**config.mk**
```make
export PLATFORM = sky130hd
export DESIGN_NAME = dbab_bridge
export DESIGN_NICKNAME = d
export VERILOG_FILES = /design/src/logic/dbab_pkg.sv /design/src/logic/dbab_bridge.sv
export VERILOG_INCLUDE_DIRS = /design/src /design/src/logic
export SDC_FILE = /design/constraint.sdc
export NUM_CORES = 1
export LEC_CHECK = 0
export BUFFER_PORTS_ARGS = -buffer_cell sky130_fd_sc_hd__buf_2
export CORE_MARGIN = 2
export CORE_UTILIZATION = 50
export CTS_CLUSTER_DIAMETER = 60
export DETAILED_ROUTE_END_ITERATION = 12
export PLACE_DENSITY = 0.68
export SLEW_MARGIN = 25
export SYNTH_ARGS = -nofsm -noshare
export SYNTH_HDL_FRONTEND = slang
export SYNTH_SLANG_ARGS = --single-unit
```
**constraint.sdc**
```tcl
create_clock -name mclk_in -period 4 [get_ports mclk_in]
set_clock_uncertainty 0.05 [all_clocks]
set_input_delay 0 -clock mclk_in [delete_from_list [all_inputs] [get_ports mclk_in]]
set_output_delay 0 -clock mclk_in [all_outputs]
set_load 0.02 [all_outputs]
```
**src/logic/dbab_defines.svh**
```systemverilog
// Register offsets, field positions, reset values and timing counts of the DMA arbitration bridge.
`ifndef DBAB_DEFINES_SVH
`define DBAB_DEFINES_SVH
`define DBAB_OFS_CTRL 8'h00
`define DBAB_OFS_STAT 8'h04
`define DBAB_OFS_UP0 8'h08
`define DBAB_OFS_UP1 8'h0c
`define DBAB_OFS_SSEL 8'h10
`define DBAB_CHAN_PAGE 3'h1
`define DBAB_IN_AS 0
`define DBAB_IN_DT 1
`define DBAB_IN_GNT 2
`define DBAB_IN_BGA 3
`define DBAB_IN_RW 4
`define DBAB_RST_UP 8'h00
`define DBAB_RST_SSEL 4'h0
`define DBAB_RST_CTRL 9'h000
`define DBAB_STB_NS 370
`define DBAB_CLK_NS 8
`define DBAB_STB_CYC ((`DBAB_STB_NS + `DBAB_CLK_NS - 1) / `DBAB_CLK_NS)
`endif

```
**src/logic/dbab_pkg.sv**
```systemverilog
// Types shared by the DMA arbitration bridge.
package dbab_pkg;
  typedef enum logic [2:0] {
    S_IDLE = 3'b000,
    S_OWN = 3'b001,
    S_STB = 3'b010,
    S_ACK = 3'b011,
    S_END = 3'b100
  } dbab_fsm_e;

  typedef struct packed {
    logic cyc;
    logic stb;
    logic we;
    logic [3:0] sel;
    logic [7:0] adr;
    logic [31:0] dat;
  } dbab_wb_req_s;

  typedef struct packed {
    logic [3:0] rq1;
    logic [3:0] rq2;
    logic [4:0] in1;
    logic [4:0] in2;
    logic wb_ack;
    logic [31:0] wb_dat;
    logic [3:0] burst;
    logic [3:0] m2p;
    logic seq;
    logic [7:0] up0;
    logic [7:0] up1;
    logic [3:0] ssel;
    logic [3:0][15:0] addr;
    logic [3:0][15:0] cnt;
    logic [3:0] done;
    dbab_fsm_e fsm;
    logic [1:0] ch;
    logic halt;
    logic own;
    logic stb_n;
    logic stb_prev;
    logic [5:0] tcnt;
    logic breq_n;
    logic nown;
    logic [23:1] o_addr;
    logic o_ubs_n;
    logic o_lbs_n;
    logic o_sys_rw;
    logic o_prw;
    logic o_ack_a;
  } dbab_st_s;
endpackage

```
**src/logic/dbab_bridge.sv**
```systemverilog
// DMA bus arbitration bridge: bus ownership handshake, byte sequencer and processor bus adapter.
//
// Our own choices: register access over Wishbone and the address map.
`timescale 1ns/1ps
`include "dbab_defines.svh"

module dbab_bridge (
  // Clock, reset and freeze.
  input wire logic mclk_in,
  input wire logic arst_n_in,
  input wire logic ce_in,
  // Wishbone slave.
  input wire dbab_pkg::dbab_wb_req_s wb_req_in,
  output logic wb_ack_out,
  output logic [31:0] wb_dat_out,
  // Service requests.
  input wire logic rx_service_request_in,
  input wire logic tx_service_request_in,
  input wire logic [1:0] transfer_request_in,
  // Processor bus handshake.
  output logic bus_request_n_out,
  input wire logic bus_grant_n_in,
  input wire logic bus_grant_ack_n_in,
  output logic bus_grant_ack_n_out,
  output logic bus_grant_ack_oe_n_out,
  input wire logic address_strobe_n_in,
  output logic address_strobe_n_out,
  output logic address_strobe_oe_n_out,
  input wire logic transfer_ack_n_in,
  input wire logic sys_rw_in,
  // System address, strobes and direction.
  output logic [23:1] system_address_lines_out,
  output logic upper_byte_strobe_n_out,
  output logic lower_byte_strobe_n_out,
  output logic sys_rw_out,
  output logic sys_oe_n_out,
  // Controller and peripheral side.
  output logic halt_request_out,
  output logic dma_grant_out,
  output logic channel_ack_a_out,
  output logic periph_rw_out
);
  import dbab_pkg::*;

  dbab_st_s st_ff;
  dbab_st_s nxt_st;
  logic [3:0] req_pin;
  logic [3:0] pend;
  logic [1:0] pick;
  logic as_s;
  logic dt_s;
  logic bga_s;
  logic edge_s;
  logic wb_hit;
  logic [31:0] rd_val;
  logic [31:0] wr_val;
  logic [4:0] chan_sel;

  //////////////////////////////////////////////////////////////////////////////
  // Byte-lane merge for partial Wishbone writes.
  function automatic logic [31:0] wb_merge(input logic [31:0] old, input logic [31:0] d,
                                           input logic [3:0] sel);
    logic [31:0] r;
    r = old;
    for (int i = 0; i < 4; i++) begin
      if (sel[i]) begin
        r[i*8 +: 8] = d[i*8 +: 8];
      end
    end
    return r;
  endfunction

  //////////////////////////////////////////////////////////////////////////////
  // Receiver and transmitter service requests occupy channels 0 and 1.
  assign req_pin = {transfer_request_in, tx_service_request_in, rx_service_request_in};

  // Synchronised, active-high views of the handshake pins; only the second stage is read.
  assign as_s = ~st_ff.in2[`DBAB_IN_AS];
  assign dt_s = ~st_ff.in2[`DBAB_IN_DT];
  assign bga_s = ~st_ff.in2[`DBAB_IN_BGA];

  // Strobe rise seen one cycle late, so ownership never drops mid-strobe.
  assign edge_s = st_ff.stb_n & ~st_ff.stb_prev;

  // Channels with a request and bytes left; lowest index wins.
  always_comb begin
    for (int i = 0; i < 4; i++) begin
      pend[i] = st_ff.rq2[i] & (st_ff.cnt[i] != 16'h0000);
    end
  end

  always_comb begin
    if (pend[0]) begin
      pick = 2'h0;
    end else if (pend[1]) begin
      pick = 2'h1;
    end else if (pend[2]) begin
      pick = 2'h2;
    end else begin
      pick = 2'h3;
    end
  end

  //////////////////////////////////////////////////////////////////////////////
  // Register read view; reused as the base of a partial write.
  assign wb_hit = wb_req_in.cyc & wb_req_in.stb & ~st_ff.wb_ack;
  assign chan_sel = wb_req_in.adr[7:3];

  always_comb begin
    rd_val = 32'h0000_0000;
    if (wb_req_in.adr[7:5] == `DBAB_CHAN_PAGE) begin
      if (wb_req_in.adr[2]) begin
        rd_val = {16'h0000, st_ff.cnt[chan_sel[1:0]]};
      end else begin
        rd_val = {16'h0000, st_ff.addr[chan_sel[1:0]]};
      end
    end else begin
      case (wb_req_in.adr)
        `DBAB_OFS_CTRL: rd_val = {23'h000000, st_ff.seq, st_ff.m2p, st_ff.burst};
        `DBAB_OFS_STAT: rd_val = {20'h00000, ~st_ff.in2[`DBAB_IN_GNT], st_ff.fsm, st_ff.ch,
                                  st_ff.own, st_ff.halt, st_ff.done};
        `DBAB_OFS_UP0: rd_val = {24'h000000, st_ff.up0};
        `DBAB_OFS_UP1: rd_val = {24'h000000, st_ff.up1};
        `DBAB_OFS_SSEL: rd_val = {28'h0000000, st_ff.ssel};
        default: rd_val = 32'h0000_0000;
      endcase
    end
  end

  assign wr_val = wb_merge(rd_val, wb_req_in.dat, wb_req_in.sel);

  //////////////////////////////////////////////////////////////////////////////
  // Next state: synchronisers, bus slave, sequencer, ownership and pin drive.
  always_comb begin
    nxt_st = st_ff;
    nxt_st.rq1 = req_pin;
    nxt_st.rq2 = st_ff.rq1;
    nxt_st.in1 = {sys_rw_in, bus_grant_ack_n_in, bus_grant_n_in, transfer_ack_n_in,
                  address_strobe_n_in};
    nxt_st.in2 = st_ff.in1;
    nxt_st.stb_prev = st_ff.stb_n;

    // Every access answers next cycle; unmapped reads give zero and writes vanish.
    nxt_st.wb_ack = wb_hit;
    nxt_st.wb_dat = 32'h0000_0000;
    if (wb_hit && !wb_req_in.we) begin
      nxt_st.wb_dat = rd_val;
    end
    if (wb_hit && wb_req_in.we) begin
      if (wb_req_in.adr[7:5] == `DBAB_CHAN_PAGE) begin
        if (wb_req_in.adr[2]) begin
          nxt_st.cnt[chan_sel[1:0]] = wr_val[15:0];
        end else begin
          nxt_st.addr[chan_sel[1:0]] = wr_val[15:0];
        end
      end else begin
        case (wb_req_in.adr)
          `DBAB_OFS_CTRL: begin
            nxt_st.burst = wr_val[3:0];
            nxt_st.m2p = wr_val[7:4];
            nxt_st.seq = wr_val[8];
          end
          `DBAB_OFS_STAT: nxt_st.done = st_ff.done & ~wr_val[3:0];
          `DBAB_OFS_UP0: nxt_st.up0 = wr_val[7:0];
          `DBAB_OFS_UP1: nxt_st.up1 = wr_val[7:0];
          `DBAB_OFS_SSEL: nxt_st.ssel = wr_val[3:0];
          default: nxt_st.done = st_ff.done;
        endcase
      end
    end

    // Ownership once halt is up and the bus is quiet.
    if (st_ff.halt && !st_ff.own && !as_s && !dt_s && !bga_s) begin
      nxt_st.own = 1'b1;
    end

    // Halt-only sequencer; there is no three-state steal path by design.
    case (st_ff.fsm)
      S_IDLE: begin
        if (pend != 4'h0) begin
          nxt_st.ch = pick;
          nxt_st.halt = 1'b1;
          nxt_st.fsm = S_OWN;
        end
      end
      S_OWN: begin
        // A leftover acknowledge from the previous byte must clear first.
        if (st_ff.own && st_ff.halt && st_ff.rq2[st_ff.ch] && !dt_s) begin
          nxt_st.stb_n = 1'b0;
          nxt_st.tcnt = 6'(`DBAB_STB_CYC - 1);
          nxt_st.fsm = S_STB;
        end
      end
      S_STB: begin
        if (st_ff.tcnt == 6'h00) begin
          nxt_st.fsm = S_ACK;
        end else begin
          nxt_st.tcnt = st_ff.tcnt - 6'h01;
        end
      end
      S_ACK: begin
        // Slow memories stretch the strobe beyond its minimum.
        if (dt_s) begin
          nxt_st.stb_n = 1'b1;
          nxt_st.addr[st_ff.ch] = st_ff.addr[st_ff.ch] + 16'h0001;
          nxt_st.cnt[st_ff.ch] = st_ff.cnt[st_ff.ch] - 16'h0001;
          nxt_st.fsm = S_END;
        end
      end
      S_END: begin
        if (edge_s) begin
          if (!st_ff.burst[st_ff.ch] || st_ff.cnt[st_ff.ch] == 16'h0000) begin
            nxt_st.own = 1'b0;
            nxt_st.halt = 1'b0;
            nxt_st.fsm = S_IDLE;
          end else begin
            nxt_st.fsm = S_OWN;
          end
          // Completion is applied after the clear so it is never lost.
          if (st_ff.cnt[st_ff.ch] == 16'h0000) begin
            nxt_st.done[st_ff.ch] = 1'b1;
          end
        end
      end
      default: begin
        nxt_st.fsm = S_IDLE;
        nxt_st.stb_n = 1'b1;
      end
    endcase

    // Bus request tracks requests so arbitration overlaps the halt.
    nxt_st.breq_n = ~(|st_ff.rq2);
    nxt_st.nown = ~nxt_st.own;

    // Channel 1 alone raises acknowledge A; others use the channel 0 latch.
    nxt_st.o_ack_a = (nxt_st.ch == 2'h1);

    // Upper latch plus controller address span the full 24-bit space.
    if (nxt_st.seq) begin
      nxt_st.o_addr = {(nxt_st.o_ack_a ? nxt_st.up1 : nxt_st.up0),
                       nxt_st.addr[nxt_st.ch][15:1]};
      nxt_st.o_ubs_n = nxt_st.addr[nxt_st.ch][0];
      nxt_st.o_lbs_n = ~nxt_st.addr[nxt_st.ch][0];
    end else begin
      nxt_st.o_addr = {(nxt_st.o_ack_a ? nxt_st.up1[6:0] : nxt_st.up0[6:0]),
                       nxt_st.addr[nxt_st.ch]};
      nxt_st.o_ubs_n = nxt_st.o_ack_a ? nxt_st.ssel[3] : nxt_st.ssel[1];
      nxt_st.o_lbs_n = nxt_st.o_ack_a ? nxt_st.ssel[2] : nxt_st.ssel[0];
    end

    // Memory direction per channel; peripheral sees the opposite while granted.
    nxt_st.o_sys_rw = nxt_st.m2p[nxt_st.ch];
    nxt_st.o_prw = nxt_st.own ? ~nxt_st.o_sys_rw : st_ff.in2[`DBAB_IN_RW];
  end

  //////////////////////////////////////////////////////////////////////////////
  // State register; a low clock enable freezes everything.
  always_ff @(posedge mclk_in or negedge arst_n_in) begin
    if (!arst_n_in) begin
      st_ff <= '0;
      st_ff.in1 <= 5'h1f;
      st_ff.in2 <= 5'h1f;
      st_ff.up0 <= `DBAB_RST_UP;
      st_ff.up1 <= `DBAB_RST_UP;
      st_ff.ssel <= `DBAB_RST_SSEL;
      {st_ff.seq, st_ff.m2p, st_ff.burst} <= `DBAB_RST_CTRL;
      st_ff.fsm <= S_IDLE;
      st_ff.stb_n <= 1'b1;
      st_ff.stb_prev <= 1'b1;
      st_ff.breq_n <= 1'b1;
      st_ff.nown <= 1'b1;
      st_ff.o_ubs_n <= 1'b1;
      st_ff.o_lbs_n <= 1'b1;
      st_ff.o_sys_rw <= 1'b1;
      st_ff.o_prw <= 1'b1;
    end else if (ce_in) begin
      st_ff <= nxt_st;
    end
  end

  //////////////////////////////////////////////////////////////////////////////
  // Outputs, each taken straight from the state register.
  assign wb_ack_out = st_ff.wb_ack;
  assign wb_dat_out = st_ff.wb_dat;
  assign bus_request_n_out = st_ff.breq_n;
  assign bus_grant_ack_n_out = st_ff.nown;
  assign bus_grant_ack_oe_n_out = st_ff.nown;
  assign address_strobe_n_out = st_ff.stb_n;
  assign address_strobe_oe_n_out = st_ff.nown;
  assign system_address_lines_out = st_ff.o_addr;
  assign upper_byte_strobe_n_out = st_ff.o_ubs_n;
  assign lower_byte_strobe_n_out = st_ff.o_lbs_n;
  assign sys_rw_out = st_ff.o_sys_rw;
  assign sys_oe_n_out = st_ff.nown;
  assign halt_request_out = st_ff.halt;
  assign dma_grant_out = st_ff.own;
  assign channel_ack_a_out = st_ff.o_ack_a;
  assign periph_rw_out = st_ff.o_prw;

  //////////////////////////////////////////////////////////////////////////////
  // Checks on the arbitration and adapter behaviour.
  AST_IDLE_QUIET: assert property (@(posedge mclk_in) disable iff (!arst_n_in)
    (st_ff.fsm == S_IDLE && !st_ff.halt) |-> (!st_ff.own && st_ff.stb_n && st_ff.nown))
    else $error("idle bridge holds grant or strobe");

  AST_BREQ_FOLLOWS: assert property (@(posedge mclk_in) disable iff (!arst_n_in || !ce_in)
    (|st_ff.rq2) |=> !st_ff.breq_n)
    else $error("bus request missing while a request is active");

  AST_OWN_SET: assert property (@(posedge mclk_in) disable iff (!arst_n_in || !ce_in)
    (st_ff.halt && !st_ff.own && !as_s && !dt_s && !bga_s) |=> (st_ff.own && !st_ff.nown))
    else $error("ownership not taken on a quiet bus");

  AST_SINGLE_DROP: assert property (@(posedge mclk_in) disable iff (!arst_n_in || !ce_in)
    (st_ff.fsm == S_END && edge_s && !st_ff.burst[st_ff.ch]) |=> (!st_ff.own ##1 st_ff.nown))
    else $error("single mode kept the bus after a byte");

  AST_BURST_HOLD: assert property (@(posedge mclk_in) disable iff (!arst_n_in || !ce_in)
    (st_ff.fsm == S_END && edge_s && st_ff.burst[st_ff.ch] && st_ff.cnt[st_ff.ch] != 16'h0000)
    |=> (st_ff.own && st_ff.halt))
    else $error("burst mode released the bus early");

  // The strobe rise is seen while halt still stands; the registered edge drops it one cycle later.
  // Checking a cycle later would miss the drop, since the next request may raise halt again.
  AST_HALT_AFTER_BYTE: assert property (@(posedge mclk_in) disable iff (!arst_n_in || !ce_in)
    ($rose(st_ff.stb_n) && !st_ff.burst[st_ff.ch]) |-> (st_ff.halt ##1 !st_ff.halt))
    else $error("halt not dropped after a single byte");

  AST_STROBE_MIN: assert property (@(posedge mclk_in) disable iff (!arst_n_in || !ce_in)
    $fell(st_ff.stb_n) |-> ##46 !st_ff.stb_n)
    else $error("address strobe shorter than its minimum");

  AST_STROBE_GATED: assert property (@(posedge mclk_in) disable iff (!arst_n_in)
    $fell(st_ff.stb_n) |-> ($past(st_ff.own) && st_ff.halt && $past(st_ff.rq2[st_ff.ch])))
    else $error("transfer started without grant, halt and request");

  AST_RW_INVERT: assert property (@(posedge mclk_in) disable iff (!arst_n_in)
    !st_ff.nown |-> (st_ff.o_prw != st_ff.o_sys_rw))
    else $error("peripheral direction not inverted under grant");

  AST_SEQ_ONE_STROBE: assert property (@(posedge mclk_in) disable iff (!arst_n_in)
    (!st_ff.nown && st_ff.seq) |-> (st_ff.o_ubs_n != st_ff.o_lbs_n))
    else $error("sequential variant drives both or no strobes");

  AST_LATCH_SELECT: assert property (@(posedge mclk_in) disable iff (!arst_n_in)
    (!st_ff.nown && !st_ff.seq) |-> (st_ff.o_addr[23:17] == (st_ff.o_ack_a ? st_ff.up1[6:0] : st_ff.up0[6:0])))
    else $error("upper address taken from the wrong latch");
endmodule

```
==> summary.txt, run 1 <==
Route
  • Post-route ant nets: 0
  • Starting DRT DRC Count: roughly 2400
  • DRC: 0
  • WL/cell: approximately 28 um
  • First-pass DRT Iterations: 6
  • Total Routed Length: around 66000 um
  • Via-per-instance ratio: between 6 and 7
  • Via count: roughly 16000

Worst setup path
  • CP delay by family, top: compound AO/OA/AOI/OAI gates
  • Worst Path Arrival: approximately 4.1 ns
  • WP buf/inv: 0
  • Worst path max stage delay: about 0.65 ns
  • Type of origin of the critical path: flop
  • Crit end category: flop
  • CP max stage cell: or4_1
  • Crit path kind: flop to flop
  • CP Data Required Time: ~4.4 ns
  • Worst path cell trace: or4_1, o41a_1, a221oi_2, or3_4, mux2i_1, o22ai_1, a211oi_1
  • Max FO, Critical Path: 34

Logic synthesis
  • Mapped Cells: around 1800
  • Seq/Total Area, Yosys: 0.365
  • Async SR Flop Fraction: 1.00
  • Post-synth EDFFs: 0
  • Synth Area in XOR/XNOR: 0.0143
  • Synth warn: 0
  • Avg Inst Size Synth: between 9 and 10 um^2
  • Adder-Cell Fraction of Synth Area: 0.00302
  • Multiplexer share of the synthesized area: 0.150
  • Yosys reg bits: around 240
  • Main combinational cell family by area after synthesis: compound AO/OA/AOI/OAI gates
  • Post-synthesis simple-gate area fraction: 0.158
  • Mapped Area: approximately 17000 um^2
  • Distinct cells, synth: a little under 100
  • Synth Area in Compound Gates: 0.236
  • Post-synth top flop: dfrtp_1

Floorplan
  • # IOs: roughly 130
  • Die width: 186 um
  • Core Box Area: 32600 um^2
  • Die Span Y: around 190 um
  • Initial Util: 0.508
  • Die Area: ~35000 um^2
  • Cell Rows: between 60 and 70

CTS
  • Post-CTS Setup Inserts: 0
  • CTS Buf Count: 30
  • CTS tree: done
  • Clock transition at the registers of the reported paths: about 0.060 ns
  • Clk_lat worst skew: 0.57 ns
  • H-tree levels: 1
  • CTS Hold Bufs: 25
  • Clock sinks: 241
  • Max clock buf depth: 3
  • PostCTS Resize Cnt: 0
  • Clk root buf: clkbuf_16

Timing
  • Setup TNS: 0 ns
  • RSZ-0062 raised after global routing: no
  • Fin crit share: 0.921
  • Hold Vio Cnt, Final: 0
  • WHS: roughly 0.0029 ns
  • Worst Tran Pin Value: between 0.9 and 1 ns
  • Max transition margin: 0.339
  • Min Tclk post-route: about 3.7 ns
  • Fmax: roughly 0.27 GHz
  • Fin. max-slew vios: 0
  • Final setup fails: 0

GRT
  • Largest net degree at the start of global routing: 115
  • Global-route wire length before repair: 97900 um
  • GRT overflow: 0
  • Global Route Usage Sum: 0.380
  • Via count of the first global-routing pass: ~15000
  • Initial antenna violation count: 2

Place
  • Post-DP HPWL: about 47000 um
  • Placer Congestion: between 1 and 1.5
  • IO Port Bufs: 93

Finish
  • Fillcell total: roughly 2900
  • Most common cell after layout, fill and taps aside: dfrtp_1
  • Share of cells above drive strength 1: 0.221
  • NumNets Final: ~1900
  • Most frequent cells in the layout: dfrtp_1 (221), nand2_1 (183), nor2_1 (132)
  • Area grow syn2layout: 13.5%

Hold path
  • Min-delay worst type: input pin to flop

Power and ir drop
  • Pleak: 0.00777 uW
  • Peak supply drop: 0.466 mV
  • Overall power: about 14000 uW
  • PD cells: between 700 and 800 nW/um^2

Status
  • Outcome: finished, final reports clean

Flow run
  • Reported max-cap violation count: 0
worst paths after layout:
kind	cells after the start	from	end	slack (ns)
max in group asynchronous	3	arst_n_in	bus_request_n_out	2.86
hold reg to reg	1	wb_dat_out[9]	wb_dat_out[9]	0.43
setup reg to reg	7	st_ff[77]	system_address_lines_out[15]	0.31
hold / removal	4	wb_req_in[12]	st_ff[61]	0.003
setup / recovery	7	st_ff[77]	system_address_lines_out[15]	0.31
min in group asynchronous	2	arst_n_in	st_ff[192]	0.08
per-layer routing:
metal / vias to the layer above / global-route usage / part of all wire
li1: 6896 / - / -
met1: 7930 / 0.511 / 0.39
met2: 1181 / 0.561 / 0.43
met3: 236 / 0.103 / 0.12
met4: 4 / 0.202 / 0.057
met5: - / 0 / 0.00035
cell type report:
class	instances	area [um^2]	share of cell area
flip-flops and latches	241	6060	0.322
well taps	442	553	0.0294
multi-input cells	1347	9390	0.499
diodes	2	5.00	0.000266
inverters	31	116	0.00618
repair buffers	224	1590	0.0845
clock buffers	37	838	0.0446
clock inverters	19	273	0.0145
worst register-to-register path, stage by stage (launching register included):
cell and delay [ns]:
dfrtp_1 0.41, or4_1 0.65, o41a_1 0.49, a221oi_2 0.35, or3_4 0.59, mux2i_1 0.63
o22ai_1 0.18, a211oi_1 0.24
through the flow:
step,instances,worst slack [ns],cell area (um^2),util
2_1_floorplan,1820,0.984,16600,-
3_3_place_gp,2260,0.472,17500,0.535
3_5_place_dp,2260,0.446,17500,0.535
4_1_cts,2341,0.402,18800,0.577
5_1_grt,2341,0.125,18800,0.577
6_report,2343,0.315,18800,0.577
flip-flops by register name, indices dropped and copies added, names as in the netlist, 9 cells and up:
register / cells
wb_dat_out: 16
st_ff: 182
system_address_lines_out: 23
nxt_st: 9
power by group:
| part | switching, uW | internal, uW |
|---|---|---|
| logic | 4070 | 2700 |
| registers | 999 | 3210 |
| clock network | 1170 | 1880 |
synthesized netlist by cell type (6+ instances only):
cell type / n / area, um^2
o211a_1: 6 / 60.1
a21o_1: 12 / 90.1
o21ai_1: 24 / 120
a221oi_1: 6 / 52.6
o31ai_1: 11 / 82.6
nor2b_1: 11 / 68.8
dfstp_2: 18 / 473
a211oi_1: 29 / 218
o211ai_1: 13 / 97.6
mux2_2: 57 / 642
and3_1: 12 / 75.1
o22ai_1: 72 / 450
buf_2: 29 / 145
nor3_1: 31 / 155
xor2_1: 14 / 123
a22oi_1: 13 / 97.6
inv_1: 29 / 109
nand2b_1: 13 / 81.3
a31oi_1: 13 / 81.3
o22a_1: 7 / 61.3
and2_1: 10 / 62.6
o221ai_1: 23 / 201
nand2_1: 183 / 687
clkbuf_1: 88 / 330
a21oi_1: 123 / 616
o21a_1: 10 / 75.1
o2bb2ai_1: 9 / 78.8
nand4_1: 17 / 106
buf_4: 68 / 510
mux2_1: 6 / 67.6
nor4_1: 15 / 93.8
nand3_1: 47 / 235
xnor2_1: 13 / 114
dfrtp_1: 223 / 5580
nand3b_1: 6 / 45.0
a22o_1: 48 / 420
or2_2: 7 / 43.8
mux2i_1: 58 / 581
mux4_2: 52 / 1170
o21ai_0: 118 / 591
buf_1: 10 / 37.5
nor2_1: 132 / 495
or4_1: 10 / 75.1
cells by family after synthesis:
logic type,count (synthesis)
muxes,175
DFF,241
xor gates and xnor gates,27
AOI/OAI and AO/OA,590
and+or+nand+nor,535
adders and majority gates,4
other,1
buffers and inverters,232
Power figures use the tool's default switching activity.
==> run 2, diff against run 1 <==
--- a/config.mk
+++ b/config.mk
@@ -7,7 +7,8 @@
 export NUM_CORES = 1
 export LEC_CHECK = 0
 export BUFFER_PORTS_ARGS = -buffer_cell sky130_fd_sc_hd__buf_2
-export CORE_MARGIN = 2
+export CORE_ASPECT_RATIO = 0.9
+export CORE_MARGIN = 5
 export CORE_UTILIZATION = 50
 export CTS_CLUSTER_DIAMETER = 60
 export DETAILED_ROUTE_END_ITERATION = 12
==> summary.txt, run 2 (synthesis results as in run 1) <==
Finish
  • Final Non-Filler Cells: 2323 (-0.85%)
  • Max reg flops: 182 (unchanged)
  • Area grow syn2layout: 13.4% (about the same)
  • Ant. Diodes: 0 (-2)
  • Largest register by flop count: st_ff
  • Most common cell after layout, fill and taps aside: dfrtp_1
  • Share of cells above drive strength 1: 0.220 (-0.000232)
  • Most frequent cells in the layout: dfrtp_1 (221), nand2_1 (183), nor2_1 (132)
  • Finished Core Util: 0.572 (-0.00472)
  • NumNets Final: 1940 (+0.10%)

Route
  • First-pass DRT Iterations: 9 (+3)
  • Via count: 16600 (+2.0%)
  • Via-per-instance ratio: 7.13 (+2.9%)
  • WL/cell: 28.2 um (+0.16%)
  • DRC: 0 (unchanged)
  • Starting DRT DRC Count: 2653 (+12%)
  • Post-route ant nets: 0 (unchanged)
  • Total Routed Length: 65400 um (-0.69%)

Floorplan
  • Core Box Area: 32900 um^2 (+0.77%)
  • Die Span Y: 183 um (-1.8%)
  • Initial Util: 0.505 (-0.00389)
  • Die Area: 36900 um^2 (+6.6%)
  • # IOs: 128 (unchanged)
  • Die width: 202 um (+8.5%)
  • Cell Rows: 63 (-4.5%)

Flow run
  • Reported max-cap violation count: 0 (unchanged)

CTS
  • PostCTS Resize Cnt: 0 (unchanged)
  • Clock sinks: 241 (unchanged)
  • CTS tree: done
  • Max clock buf depth: 3 (unchanged)
  • CTS Buf Count: 30 (unchanged)
  • Clk root buf: clkbuf_16
  • H-tree levels: 1 (unchanged)
  • Clock transition at the registers of the reported paths: 0.07 ns (about the same)
  • Clk_lat worst skew: 0.60 ns (+0.03 ns)

Timing
  • WHS: 0.0310 ns (+0.0280 ns)
  • Setup TNS: 0 ns (unchanged)
  • RSZ-0062 raised after global routing: no
  • Fin crit share: 0.964 (+0.0427)
  • Worst Tran Pin Value: 1.05 ns (+0.0591 ns)
  • Final setup fails: 0 (unchanged)
  • Hold Vio Cnt, Final: 0 (unchanged)
  • Fmax: 0.259 GHz (-4.4%)
  • Max transition margin: 0.299 (-0.0394)
  • Min Tclk post-route: 3.86 ns (+0.171 ns)
  • Fin. max-slew vios: 0 (unchanged)

Status
  • Outcome: finished, final reports clean

Power and ir drop
  • Peak supply drop: 0.377 mV (-19%)
  • PD cells: 751 nW/um^2 (+0.66%)
  • Pleak: 0.00777 uW (about the same)

Place
  • Post-DP HPWL: 46700 um (+0.16%)
  • IO Port Bufs: 93 (unchanged)
  • Dpl cells: 2240 (-0.88%)
  • Placer Congestion: 1.05 (+2.1%)

GRT
  • GRT overflow: 0 (unchanged)
  • Via count of the first global-routing pass: 15600 (+1.9%)
  • Global-route wire length before repair: 98800 um (+0.97%)
  • Initial antenna violation count: 3 (+1)
  • Largest net degree at the start of global routing: 113 (-1.7%)
  • Global Route Usage Sum: 0.344 (-0.0368)

Hold path
  • Min-delay worst type: input pin to flop

Worst setup path
  • Worst Path Arrival: 4.34 ns (+0.23 ns)
  • Type of origin of the critical path: flop
  • CP delay by family, top: compound AO/OA/AOI/OAI gates
  • Max FO, Critical Path: 12 (-65%)
  • CP most frequent cell: o22ai_1
  • CP max stage cell: mux4_2
  • CP Data Required Time: 4.49 ns (+0.06 ns)
  • Crit path kind: flop to flop
  • Crit end category: flop
  • Worst path cell trace: mux4_2, ha_1, nand2_1, o22ai_2, nor4b_2, xnor2_1, o22ai_1, o22ai_1, nor4_1, a221o_1
  • Worst path max stage delay: 0.66 ns (about the same)
  • WP buf/inv: 0 (unchanged)
==> run 2: cell count changes in the layout (fill, tap and decap cells not counted) <==
| cell | change |
|---|---|
| inv_6 | +1 |
| a21oi_1 | -1 |
| diode_2 | -2 |
| dlygate4sd3_1 | +2 |
| clkinv_4 | -1 |
| inv_8 | +1 |
| clkinv_8 | +1 |
| a21oi_2 | +1 |
| clkbuf_16 | -1 |
| clkbuf_1 | +1 |
| clkinv_2 | -2 |
==> run 2: worst reg2reg max path, cell delays in order, from the launching register on <==
cell     delay [ns]
dfrtp_2        0.65
mux4_2         0.67
ha_1           0.28
nand2_1        0.10
o22ai_2        0.12
nor4b_2        0.19
xnor2_1        0.21
o22ai_1        0.50
o22ai_1        0.22
nor4_1         0.62
a221o_1        0.20
==> run 2: final cells by class <==
| cell class | instances | area [um^2] |
|---|---|---|
| inverter | 31 | 116 |
| timing repair buffer | 226 | 1610 |
| multi-input combinational | 1347 | 9390 |
| clock buffer | 37 | 817 |
| sequential | 241 | 6060 |
| fill | 2847 | 14100 |
| clock inverter | 19 | 290 |
| tap | 422 | 528 |
==> run 2: power breakdown <==
part | internal (uW) | total [uW] | switching (uW)
Sequential | 3210 | 4220 | 1010
Combinational | 2700 | 6850 | 4150
Clock | 1860 | 3050 | 1190
==> run 2: path summary, 6_finish.rpt <==
check	startpoint	to	slack (ns)	depth (start not counted)
setup / recovery	st_ff[40]	system_address_lines_out[12]	0.14	10
hold / removal	wb_req_in[4]	st_ff[133]	0.03	4
setup reg to reg	st_ff[40]	system_address_lines_out[12]	0.14	10
hold reg to reg	wb_dat_out[1]	wb_dat_out[1]	0.43	1
max in group asynchronous	arst_n_in	bus_request_n_out	2.92	3
min in group asynchronous	arst_n_in	st_ff[34]	0.05	2
==> run 2: metrics by stage <==
step / instance area [um^2] / worst slack [ns] / total power (uW)
2_1_floorplan: 16600 / 0.984 / 8540
3_3_place_gp: 17400 / 0.448 / 10600
3_5_place_dp: 17400 / 0.386 / 10700
4_1_cts: 18800 / 0.388 / 13800
5_1_grt: 18800 / 0.0973 / 14600
6_report: 18800 / 0.144 / 14100
==> run 2: timing repair <==
action	in CTS	in global routing
endpoints found under the hold margin	176	0
setup endpoints to repair	0	0
setup buffers	0	0
hold buffers	27	0
==> run 2: routing by layer <==
metal / vias to the layer above / wire [um] / GRT usage
li1: 6908 / - / -
met3: 278 / 9380 / 0.109
met5: - / 6 / 0
met1: 7991 / 24700 / 0.470
met2: 1389 / 27800 / 0.507
met4: 2 / 3560 / 0.145
